## config.mk

```make
export PLATFORM = sky130hd
export DESIGN_NAME = operand_regfile
export DESIGN_NICKNAME = d
export VERILOG_FILES = /design/src/rtl/regfile_pkg.sv /design/src/rtl/operand_regfile.sv
export SDC_FILE = /design/constraint.sdc
export NUM_CORES = 1
export LEC_CHECK = 0
export BUFFER_PORTS_ARGS = -buffer_cell sky130_fd_sc_hd__buf_2
export CORE_MARGIN = 8
export CORE_UTILIZATION = 27
export DETAILED_ROUTE_END_ITERATION = 6
export PLACE_DENSITY_LB_ADDON = 0.3
export SLEW_MARGIN = 15
export SYNTH_ARGS = -nofsm -noshare
export SYNTH_HDL_FRONTEND = slang
export SYNTH_SLANG_ARGS = --single-unit
```

## constraint.sdc

```tcl
create_clock -name clk -period 9.1 [get_ports clk]
set_input_delay 1.82 -clock clk [delete_from_list [all_inputs] [get_ports clk]]
set_output_delay 1.82 -clock clk [all_outputs]
set_load 0.01 [all_outputs]
```

## src/rtl/regfile_pkg.sv

```systemverilog
package regfile_pkg;

   // ****************************************
   // operand sizes and widths
   // ****************************************
   typedef enum logic [1:0] {
      size_byte,
      size_word,
      size_long,
      size_none
   } size_type;

   localparam int DATA_W = 32;
   localparam int WORD_W = 16;
   localparam int BYTE_W = 8;
   localparam int NUM_DATA = 8;
   localparam int NUM_ADDR = 7;
   localparam int REG_NUM_W = 3;
   localparam int BIT_NUM_W = 5;
   localparam logic [31:0] REG_RESET = 32'h00000000;

   // ****************************************
   // operation word fields
   // ****************************************
   localparam int EA_REG_LSB = 0;
   localparam int EA_MODE_LSB = 3;
   localparam int EA_FIELD_W = 3;
   localparam int OP_SIZE_LSB = 6;
   localparam int OP_GROUP_LSB = 12;
   localparam int OP_IMM_BIT = 8;
   localparam int MAX_WORDS = 5;
   localparam int LEN_W = 3;

   typedef enum logic [1:0] {
      kind_op,
      kind_imm,
      kind_ext
   } word_kind_type;

endpackage

```

## src/rtl/operand_regfile.sv

```systemverilog
`timescale 1ns/10ps
// How it works
// - byte 8, word 16, long 32 bits
// - size from opword field or operation
// - bus bytes always paired into words
// - eight data registers, 1/8/16/32 bit operands
// - data regs 32 bit, sizes low-aligned
// - bit 0 is lsb, bit 31 msb
// - data reg: only low portion touched
// - seven address regs plus stack pointers
// - byte size illegal on address regs
// - address source: low word or long
// - address destination written in full
// - word ops to address: sign extend
// - instructions one to five words long
// - instructions start on even address
// - length decoded from operation word alone
// - later words: immediate or ea extension
// - ea is 3-bit mode plus register
module operand_regfile
   import regfile_pkg::*;
#(
   parameter int ADDR_W = 20
) (
   input wire logic clk,
   input wire logic rst,
   input wire logic supervisor,
   input wire logic rd_a_is_addr,
   input wire logic [REG_NUM_W-1:0] rd_a_num,
   input wire size_type rd_a_size,
   input wire logic rd_a_sext,
   input wire logic [BIT_NUM_W-1:0] rd_a_bit_num,
   output logic [DATA_W-1:0] rd_a_data,
   output logic rd_a_bit,
   output logic rd_a_illegal,
   input wire logic rd_b_is_addr,
   input wire logic [REG_NUM_W-1:0] rd_b_num,
   input wire size_type rd_b_size,
   input wire logic rd_b_sext,
   output logic [DATA_W-1:0] rd_b_data,
   output logic rd_b_illegal,
   input wire logic wr_en,
   input wire logic wr_is_addr,
   input wire logic [REG_NUM_W-1:0] wr_num,
   input wire size_type wr_size,
   input wire logic [DATA_W-1:0] wr_data,
   output logic wr_reject,
   input wire logic fetch_start,
   input wire logic [ADDR_W-1:0] fetch_pc,
   input wire logic bus_byte_valid,
   input wire logic [BYTE_W-1:0] bus_byte,
   output logic fetch_busy,
   output logic align_fault,
   output logic word_valid,
   output logic [WORD_W-1:0] word_data,
   output word_kind_type word_kind,
   output logic [LEN_W-1:0] word_index,
   output logic [LEN_W-1:0] inst_len,
   output size_type inst_size,
   output logic [EA_FIELD_W-1:0] ea_mode,
   output logic [EA_FIELD_W-1:0] ea_reg,
   output logic inst_done
);

   // ****************************************
   // storage
   // ****************************************
   logic [DATA_W-1:0] data_q [NUM_DATA];
   logic [DATA_W-1:0] addr_q [NUM_ADDR];
   logic [DATA_W-1:0] usp_q;
   logic [DATA_W-1:0] ssp_q;

   // ****************************************
   // helpers
   // ****************************************
   // raw 32-bit address register, a7 picks the active stack pointer
   function automatic logic [DATA_W-1:0] addr_raw(input logic [REG_NUM_W-1:0] n,
                                                  input logic sup);
      logic [DATA_W-1:0] v;
      v = REG_RESET;
      if (n == 3'h7) begin
         v = sup ? ssp_q : usp_q;
      end else begin
         v = addr_q[n];
      end
      return v;
   endfunction

   // size view of a source register; upper bits masked for byte and unsigned word, sign-filled for signed word, size_none passes all 32
   function automatic logic [DATA_W-1:0] size_view(input logic [DATA_W-1:0] r,
                                                   input size_type s,
                                                   input logic sext);
      logic [DATA_W-1:0] v;
      v = r;
      case (s)
         size_byte: v = {24'h000000, r[7:0]};
         size_word: v = sext ? {{16{r[15]}}, r[15:0]}
                             : {16'h0000, r[15:0]};
         size_long: v = r;
         default: v = r;
      endcase
      return v;
   endfunction

   // one read port: data or address register, sized
   function automatic logic [DATA_W-1:0] read_port(input logic is_addr,
                                                   input logic [REG_NUM_W-1:0] n,
                                                   input size_type s,
                                                   input logic sext,
                                                   input logic sup);
      logic [DATA_W-1:0] r;
      r = is_addr ? addr_raw(n, sup) : data_q[n];
      return size_view(r, s, sext);
   endfunction

   // ****************************************
   // read ports
   // ****************************************
   // registered reads; a same-cycle write is not visible yet
   always_ff @(posedge clk) begin
      if (rst) begin
         rd_a_data <= REG_RESET;
         rd_b_data <= REG_RESET;
         rd_a_bit <= 1'b0;
      end else begin
         rd_a_data <= read_port(rd_a_is_addr, rd_a_num, rd_a_size,
                                rd_a_sext, supervisor);
         rd_b_data <= read_port(rd_b_is_addr, rd_b_num, rd_b_size,
                                rd_b_sext, supervisor);
         rd_a_bit <= data_q[rd_a_num][rd_a_bit_num];
      end
   end

   // byte reads of address registers are flagged; the low byte is still loaded into the read data
   always_ff @(posedge clk) begin
      if (rst) begin
         rd_a_illegal <= 1'b0;
         rd_b_illegal <= 1'b0;
      end else begin
         rd_a_illegal <= rd_a_is_addr && (rd_a_size == size_byte);
         rd_b_illegal <= rd_b_is_addr && (rd_b_size == size_byte);
      end
   end

   // ****************************************
   // write port
   // ****************************************
   logic wr_addr_ok;
   logic [DATA_W-1:0] wr_addr_val;
   logic [DATA_W-1:0] wr_mask;

   // address destination: full 32 bits, word data sign extended
   always_comb begin
      wr_addr_ok = (wr_size == size_word) || (wr_size == size_long);
      wr_addr_val = size_view(wr_data, wr_size, 1'b1);
      case (wr_size)
         size_byte: wr_mask = 32'h000000FF;
         size_word: wr_mask = 32'h0000FFFF;
         size_long: wr_mask = 32'hFFFFFFFF;
         default: wr_mask = 32'h00000000;
      endcase
   end

   // data registers merge only the sized low portion
   always_ff @(posedge clk) begin
      if (rst) begin
         for (int i = 0; i < NUM_DATA; i++) begin
            data_q[i] <= REG_RESET;
         end
      end else if (wr_en && !wr_is_addr) begin
         data_q[wr_num] <= (data_q[wr_num] & ~wr_mask) | (wr_data & wr_mask);
      end
   end

   // address registers and both stack pointers
   always_ff @(posedge clk) begin
      if (rst) begin
         for (int i = 0; i < NUM_ADDR; i++) begin
            addr_q[i] <= REG_RESET;
         end
         usp_q <= REG_RESET;
         ssp_q <= REG_RESET;
      end else if (wr_en && wr_is_addr && wr_addr_ok) begin
         if (wr_num == 3'h7) begin
            if (supervisor) begin
               ssp_q <= wr_addr_val;
            end else begin
               usp_q <= wr_addr_val;
            end
         end else begin
            addr_q[wr_num] <= wr_addr_val;
         end
      end
   end

   // rejected byte writes to address registers leave them untouched
   always_ff @(posedge clk) begin
      if (rst) begin
         wr_reject <= 1'b0;
      end else begin
         wr_reject <= wr_en && wr_is_addr && !wr_addr_ok;
      end
   end

   // ****************************************
   // operation word decode
   // ****************************************
   // extension words demanded by the effective address, and by the size for mode 7 register 4
   function automatic logic [LEN_W-1:0] ea_words(input logic [2:0] m,
                                                 input logic [2:0] r,
                                                 input size_type s);
      logic [LEN_W-1:0] n;
      n = 3'h0;
      case (m)
         3'h5, 3'h6: n = 3'h1;
         3'h7: begin
            case (r)
               3'h0, 3'h2, 3'h3: n = 3'h1;
               3'h1: n = 3'h2;
               3'h4: n = (s == size_long) ? 3'h2 : 3'h1;
               default: n = 3'h0;
            endcase
         end
         default: n = 3'h0;
      endcase
      return n;
   endfunction

   // size field: 2'b11 is not a size; treated as word
   function automatic size_type op_size(input logic [WORD_W-1:0] w);
      logic [1:0] f;
      f = w[OP_SIZE_LSB +: 2];
      return (f == 2'b11) ? size_word : size_type'(f);
   endfunction

   // immediate group carries its own data words ahead of ea words
   function automatic logic [LEN_W-1:0] imm_words(input logic [WORD_W-1:0] w);
      logic is_imm;
      is_imm = (w[OP_GROUP_LSB +: 4] == 4'h0) && !w[OP_IMM_BIT];
      if (!is_imm) begin
         return 3'h0;
      end
      return (op_size(w) == size_long) ? 3'h2 : 3'h1;
   endfunction

   // ****************************************
   // instruction framing
   // ****************************************
   typedef enum logic [1:0] {
      fr_idle,
      fr_high,
      fr_low
   } frame_state_type;

   frame_state_type frame_q;
   logic [BYTE_W-1:0] high_q;
   logic [LEN_W-1:0] cnt_q;
   logic [LEN_W-1:0] imm_left_q;
   logic [WORD_W-1:0] new_word;
   logic [LEN_W-1:0] op_len;
   logic [LEN_W-1:0] op_imm;
   logic [LEN_W-1:0] len_now;
   logic word_fire;

   assign new_word = {high_q, bus_byte}; // high byte at even address
   assign word_fire = (frame_q == fr_low) && bus_byte_valid;
   assign op_imm = imm_words(new_word);
   assign op_len = 3'h1 + op_imm + ea_words(new_word[EA_MODE_LSB +: 3],
                                            new_word[EA_REG_LSB +: 3],
                                            op_size(new_word));
   assign len_now = (cnt_q == 3'h0) ? op_len : inst_len;
   assign fetch_busy = (frame_q != fr_idle);

   // frame sequencer; bytes only ever taken as complete pairs
   always_ff @(posedge clk) begin
      if (rst) begin
         frame_q <= fr_idle;
         high_q <= 8'h00;
         cnt_q <= 3'h0;
      end else begin
         case (frame_q)
            fr_idle: begin
               if (fetch_start && !fetch_pc[0]) begin
                  frame_q <= fr_high;
                  cnt_q <= 3'h0;
               end
            end
            fr_high: begin
               if (bus_byte_valid) begin
                  high_q <= bus_byte;
                  frame_q <= fr_low;
               end
            end
            fr_low: begin
               if (bus_byte_valid) begin
                  cnt_q <= cnt_q + 3'h1;
                  frame_q <= (cnt_q + 3'h1 >= len_now) ? fr_idle : fr_high;
               end
            end
            default: frame_q <= fr_idle;
         endcase
      end
   end

   // length, size and ea fields latched from the operation word
   always_ff @(posedge clk) begin
      if (rst) begin
         inst_len <= 3'h0;
         inst_size <= size_word;
         ea_mode <= 3'h0;
         ea_reg <= 3'h0;
         imm_left_q <= 3'h0;
      end else if (word_fire && cnt_q == 3'h0) begin
         inst_len <= op_len;
         inst_size <= op_size(new_word);
         ea_mode <= new_word[EA_MODE_LSB +: 3];
         ea_reg <= new_word[EA_REG_LSB +: 3];
         imm_left_q <= op_imm;
      end else if (word_fire && imm_left_q != 3'h0) begin
         imm_left_q <= imm_left_q - 3'h1;
      end
   end

   // word outputs, tagged by role within the instruction
   always_ff @(posedge clk) begin
      if (rst) begin
         word_valid <= 1'b0;
         word_data <= 16'h0000;
         word_kind <= kind_op;
         word_index <= 3'h0;
         inst_done <= 1'b0;
      end else begin
         word_valid <= word_fire;
         inst_done <= word_fire && (cnt_q + 3'h1 >= len_now);
         if (word_fire) begin
            word_data <= new_word;
            word_index <= cnt_q;
            if (cnt_q == 3'h0) begin
               word_kind <= kind_op;
            end else if (imm_left_q != 3'h0) begin
               word_kind <= kind_imm;
            end else begin
               word_kind <= kind_ext;
            end
         end
      end
   end

   // odd start address refused; nothing is fetched for it
   always_ff @(posedge clk) begin
      if (rst) begin
         align_fault <= 1'b0;
      end else begin
         align_fault <= (frame_q == fr_idle) && fetch_start && fetch_pc[0];
      end
   end

endmodule

```

Word-level counts from Yosys, hierarchy flattened
Memory sizes are Yosys's and may differ from the RTL's.
Index checks and enable logic that the tools add are counted.
W data, S select, Z words.
Operators by class
  add/subtract/negate cells: 4
  order comparisons: 2
  eq/ne operators: 21
  mux-type cells: 46
  bitwise logic cells: 5
  reductions and logical operators: 39
Operator list (count)
  $mux W32: 9
  $pmux W32 S2: 3
  $pmux W32 S3: 1
  $and A32 B32 Y32: 2
  $reduce_or A32 Y1: 2
  $not A32 Y32: 1
  $or A32 B32 Y32: 1
  $eq A3 B3 Y1 const B: 7
  $mux W3: 7
  $mux W2: 8
  $logic_and A1 B1 Y1: 14
  $mux W1: 13
  $pmux W2 S3: 2
  $reduce_and A3 Y1: 4
  $eq A2 B1 Y1 const B: 4
  $eq A2 B2 Y1 const B: 4
  $logic_not A2 Y1: 4
  $eq A3 B2 Y1 const B: 2
  $logic_not A3 Y1: 2
  $lt A5 B6 Y1 const B: 1
  $ne A2 B2 Y1 const B: 3
  $pmux W3 S2: 1
  $reduce_bool A2 Y1: 3
  $bmux W1 S5: 1
  other kinds (15): 18
Storage, ports and cells
  register bits: 183
  bits in writable memories: 480
  input port bits: 91
  output and inout bits: 104
  logic and storage cells: 141
  memories: 2
Memory list
  data_q: words 8, bits a word 32, read ports 3, clocked after Yosys merged registers in 0, wr ports 8, line operand_regfile.sv:68  | logic [DATA_W-1:0] data_q [NUM_DATA];
  addr_q: words 7, bits a word 32, read ports 2, clocked after Yosys merged registers in 0, wr ports 7, line operand_regfile.sv:69  | logic [DATA_W-1:0] addr_q [NUM_ADDR];

Longest topological paths before layout
  depth after elaboration: 12
  gate-level depth with buffers: 14
  depth with buffers taken out: 14

Worst setup path before layout
No wires, ideal clock.
  kind: input -> register
  start: in wr_num[2]
  end: mem addr_q[5][0], enable pin
  library setup time: 466 ps
  data arrival time: 5118 ps
  data required time: 8634 ps
  path slack: 3517 ps
  cell stages on the path: 6
  path buffers: 3
  cells stage by stage: buf_2 > buf_1 > clkbuf_1 > nor2b_1 > nand2_1 > o21ai_0
RTL lines
  from (decl): line operand_regfile.sv:44  | input wire logic [REG_NUM_W-1:0] wr_num,
  to (decl): line operand_regfile.sv:69

==> metrics.yaml <==
worst_setup_path:
  critPathLaunchType: "primary input"
  cp.required_ns: 9.40
  path_max_fanout: 34
  cp.arrival_ns: 5.62
  endpoint_kind: "flop"
  crit_type: "in2reg"
synth:
  synthFlopType: "edfxtp_1"
  ys_seq_elements: 670
  synth_edf_count: 455
  synth_cells: 2915
  syn-cell-area_um2: 34500
  synth_area_leaders: "edfxtp_1 40%, mux4_2 15%, dfxtp_1 12%"
  yosysUniqueCellTypes: 62
  ys_seq_area_share_pct: 52.0
  synth_top_area_share_pct: 39.6
  yosys_warnings: 0
  ys_async_sr_fraction_pct: 0
  netlist.top_cell.by_area: "edfxtp_1"
  synth_most_common_cell: "nor2_1"
  syn_avg_cell_area_um2: 11.8
  synth_top_cells_by_count: "584 x nor2_1, 455 x edfxtp_1, 223 x mux4_2, 215 x dfxtp_1, 210 x nand2_1"
clock_network:
  cts_sinks: 670
  clockBufferDepth: 3
  cts_tree: "done"
  cts_buffers: 80
  clk_latency_ns: 0.69
  ctsResizeCount: 0
  cts_setup_buffers: 0
  cts-htree-levels: 3
  root_buffer: "clkbuf_16"
  cts_hold_buf: 0
  clkTransAtPathRegs_ns: 0.06
timing:
  drv_slew: 0
  finClkSkew_ns: 0.0438
  worst_slew_pin_slew_ns: 1.20
  fin_crit_sh_pct: 58.4
  rsz0062_at_grt: "false"
  max_freq_ghz: 0.188
  tns_ns: 0
  fin_crit_ns: 5.32
  maxSlewHeadroom_pct: 20.2
  setup_viol: 0
  hold_viol: 0
global_route:
  antenna_found_initial: 18
  grt_pass1_vias: 24900
  grt.total_usage_pct: 17.8
  grt_pass1_wl_mm: 184
  grt_max_degree: 131
  overflow: 0
worst_hold_path:
  hp-class: "reg2reg"
job:
  drv_cap: 0
placed_design:
  dp_hpwl_mm: 80.2
  dpl-instance-area_um2: 37000
  gp_congestion: 0.832
  portBuffers: 175
die:
  dieWidth_um: 374
  design.core.area_um2: 127000
  num_rows: 131
  ios: 195
  dieArea_um2: 140000
  initial_utilization_pct: 27.2
  die_height_um: 374
finish:
  top_register: "data_q"
  largest_reg_flops: 256
  fillers: 12900
  drive_gt1_share_pct: 23.7
  top_regs: "data_q (256), addr_q (231)"
  syn_to_final_growth_pct: 15.3
  final_util_pct: 31.3
  final_cell_area_um2: 39800
  nets: 3087
outcome:
  outcome: "finished, final reports clean"
routing:
  dr.max_layer_used: "met5"
  met1_length_mm: 54.1
  route.met3.wl_mm: 13.6
  drt-total-wl_mm: 130
  wl_met2_mm: 57.6
  drc_errors: 0
  ant_nets: 0
  drt_iter0_markers: 2922
  wl_per_cell_um: 27.5
  vias: 25800
  drt_first_pass_iters: 6
  avgViaCountPerCell: 5.47
power:
  finalPower_mw: 7.82
  peakVddDrop_uv: 143
  powerDensity_nw_per_um2: 196
  p_leak_nw: 14.4
-- worst paths after layout --
path | slack [ns] | end | from | cells after the start
worst min-delay path | 0.45 | word_data[5] | word_data[5] | 2
worst max-delay path | 3.78 | data_q[6][12] | wr_num[2] | 7
worst min register to register | 0.45 | word_data[5] | word_data[5] | 2
worst max register to register | 5.98 | frame_q[0] | high_q[0] | 11
-- stage by stage --
step	std cells	setup WS [ns]	hold slack, ns
after global routing	4711	3.84	0.466
after detailed placement	4563	3.18	0.444
after floorplan	2921	3.52	0.432
final	4716	3.78	0.449
after CTS	4710	3.90	0.452
after global placement	4563	3.19	0.440
-- metal layers --
metal	track usage, %	up-vias
li1	-	11100
met1	24.4	13100
met2	27.3	1348
met3	4.74	237
met4	5.41	6
met5	0	-
-- placed cells by master, fill, tap and decap left out, types with 11 or more instances in the layout --
| master | instances |
|---|---|
| edfxtp_1 | 455 |
| nor2b_1 | 23 |
| and3_1 | 43 |
| o21ai_1 | 23 |
| buf_2 | 166 |
| inv_1 | 39 |
| ha_1 | 12 |
| a211oi_1 | 99 |
| a22oi_1 | 45 |
| buf_4 | 66 |
| nand2_1 | 191 |
| o21ai_0 | 28 |
| mux4_2 | 223 |
| o221ai_1 | 25 |
| nor2_1 | 582 |
| clkbuf_16 | 88 |
| nand2_2 | 19 |
| dfxtp_1 | 215 |
| o211ai_1 | 25 |
| mux2i_1 | 149 |
| a221oi_1 | 16 |
| mux2_2 | 93 |
| and2_1 | 12 |
| clkbuf_1 | 13 |
| a21oi_1 | 192 |
| mux4_1 | 13 |
| nand3_1 | 40 |
| clkbuf_8 | 11 |
-- cell type report --
| type | count | area [um^2] | share of cell area (%) |
|---|---|---|---|
| tap | 1662 | 2080 | 5.22 |
| timing repair buffer | 239 | 1430 | 3.59 |
| inverter | 43 | 161 | 0.405 |
| clock buffer | 110 | 2370 | 5.96 |
| antenna | 6 | 15.0 | 0.0377 |
| sequential | 670 | 18000 | 45.1 |
| clock inverter | 37 | 447 | 1.12 |
| multi-input combinational | 1949 | 15300 | 38.5 |
-- logic make-up after synthesis --
kind of cell | synth area share, %
AND/OR/NAND/NOR | 11.4
flip-flops | 52.0
AO/OA/AOI/OAI | 9.21
multiplexers | 22.9
buffers and inverters | 3.91
adder cells (fa/ha/maj) | 0.493
other | 0.0109
XOR/XNOR | 0.0254
-- critical path, stage by stage --
cell,delay (ns)
buf_2,0.68
buf_4,0.62
nand2_1,0.48
or3b_2,0.58
buf_4,0.36
nand2_2,0.45
buf_4,0.55
-- power by group --
part | switching (mW) | leakage [nW] | internal, mW
clock | 1.40 | 1.38 | 2.02
combinational | 0.612 | 6.78 | 0.337
sequential | 0.0722 | 6.29 | 3.38
total | 2.08 | 14.4 | 5.74
Note: power is estimated with default switching activity, not from simulation.
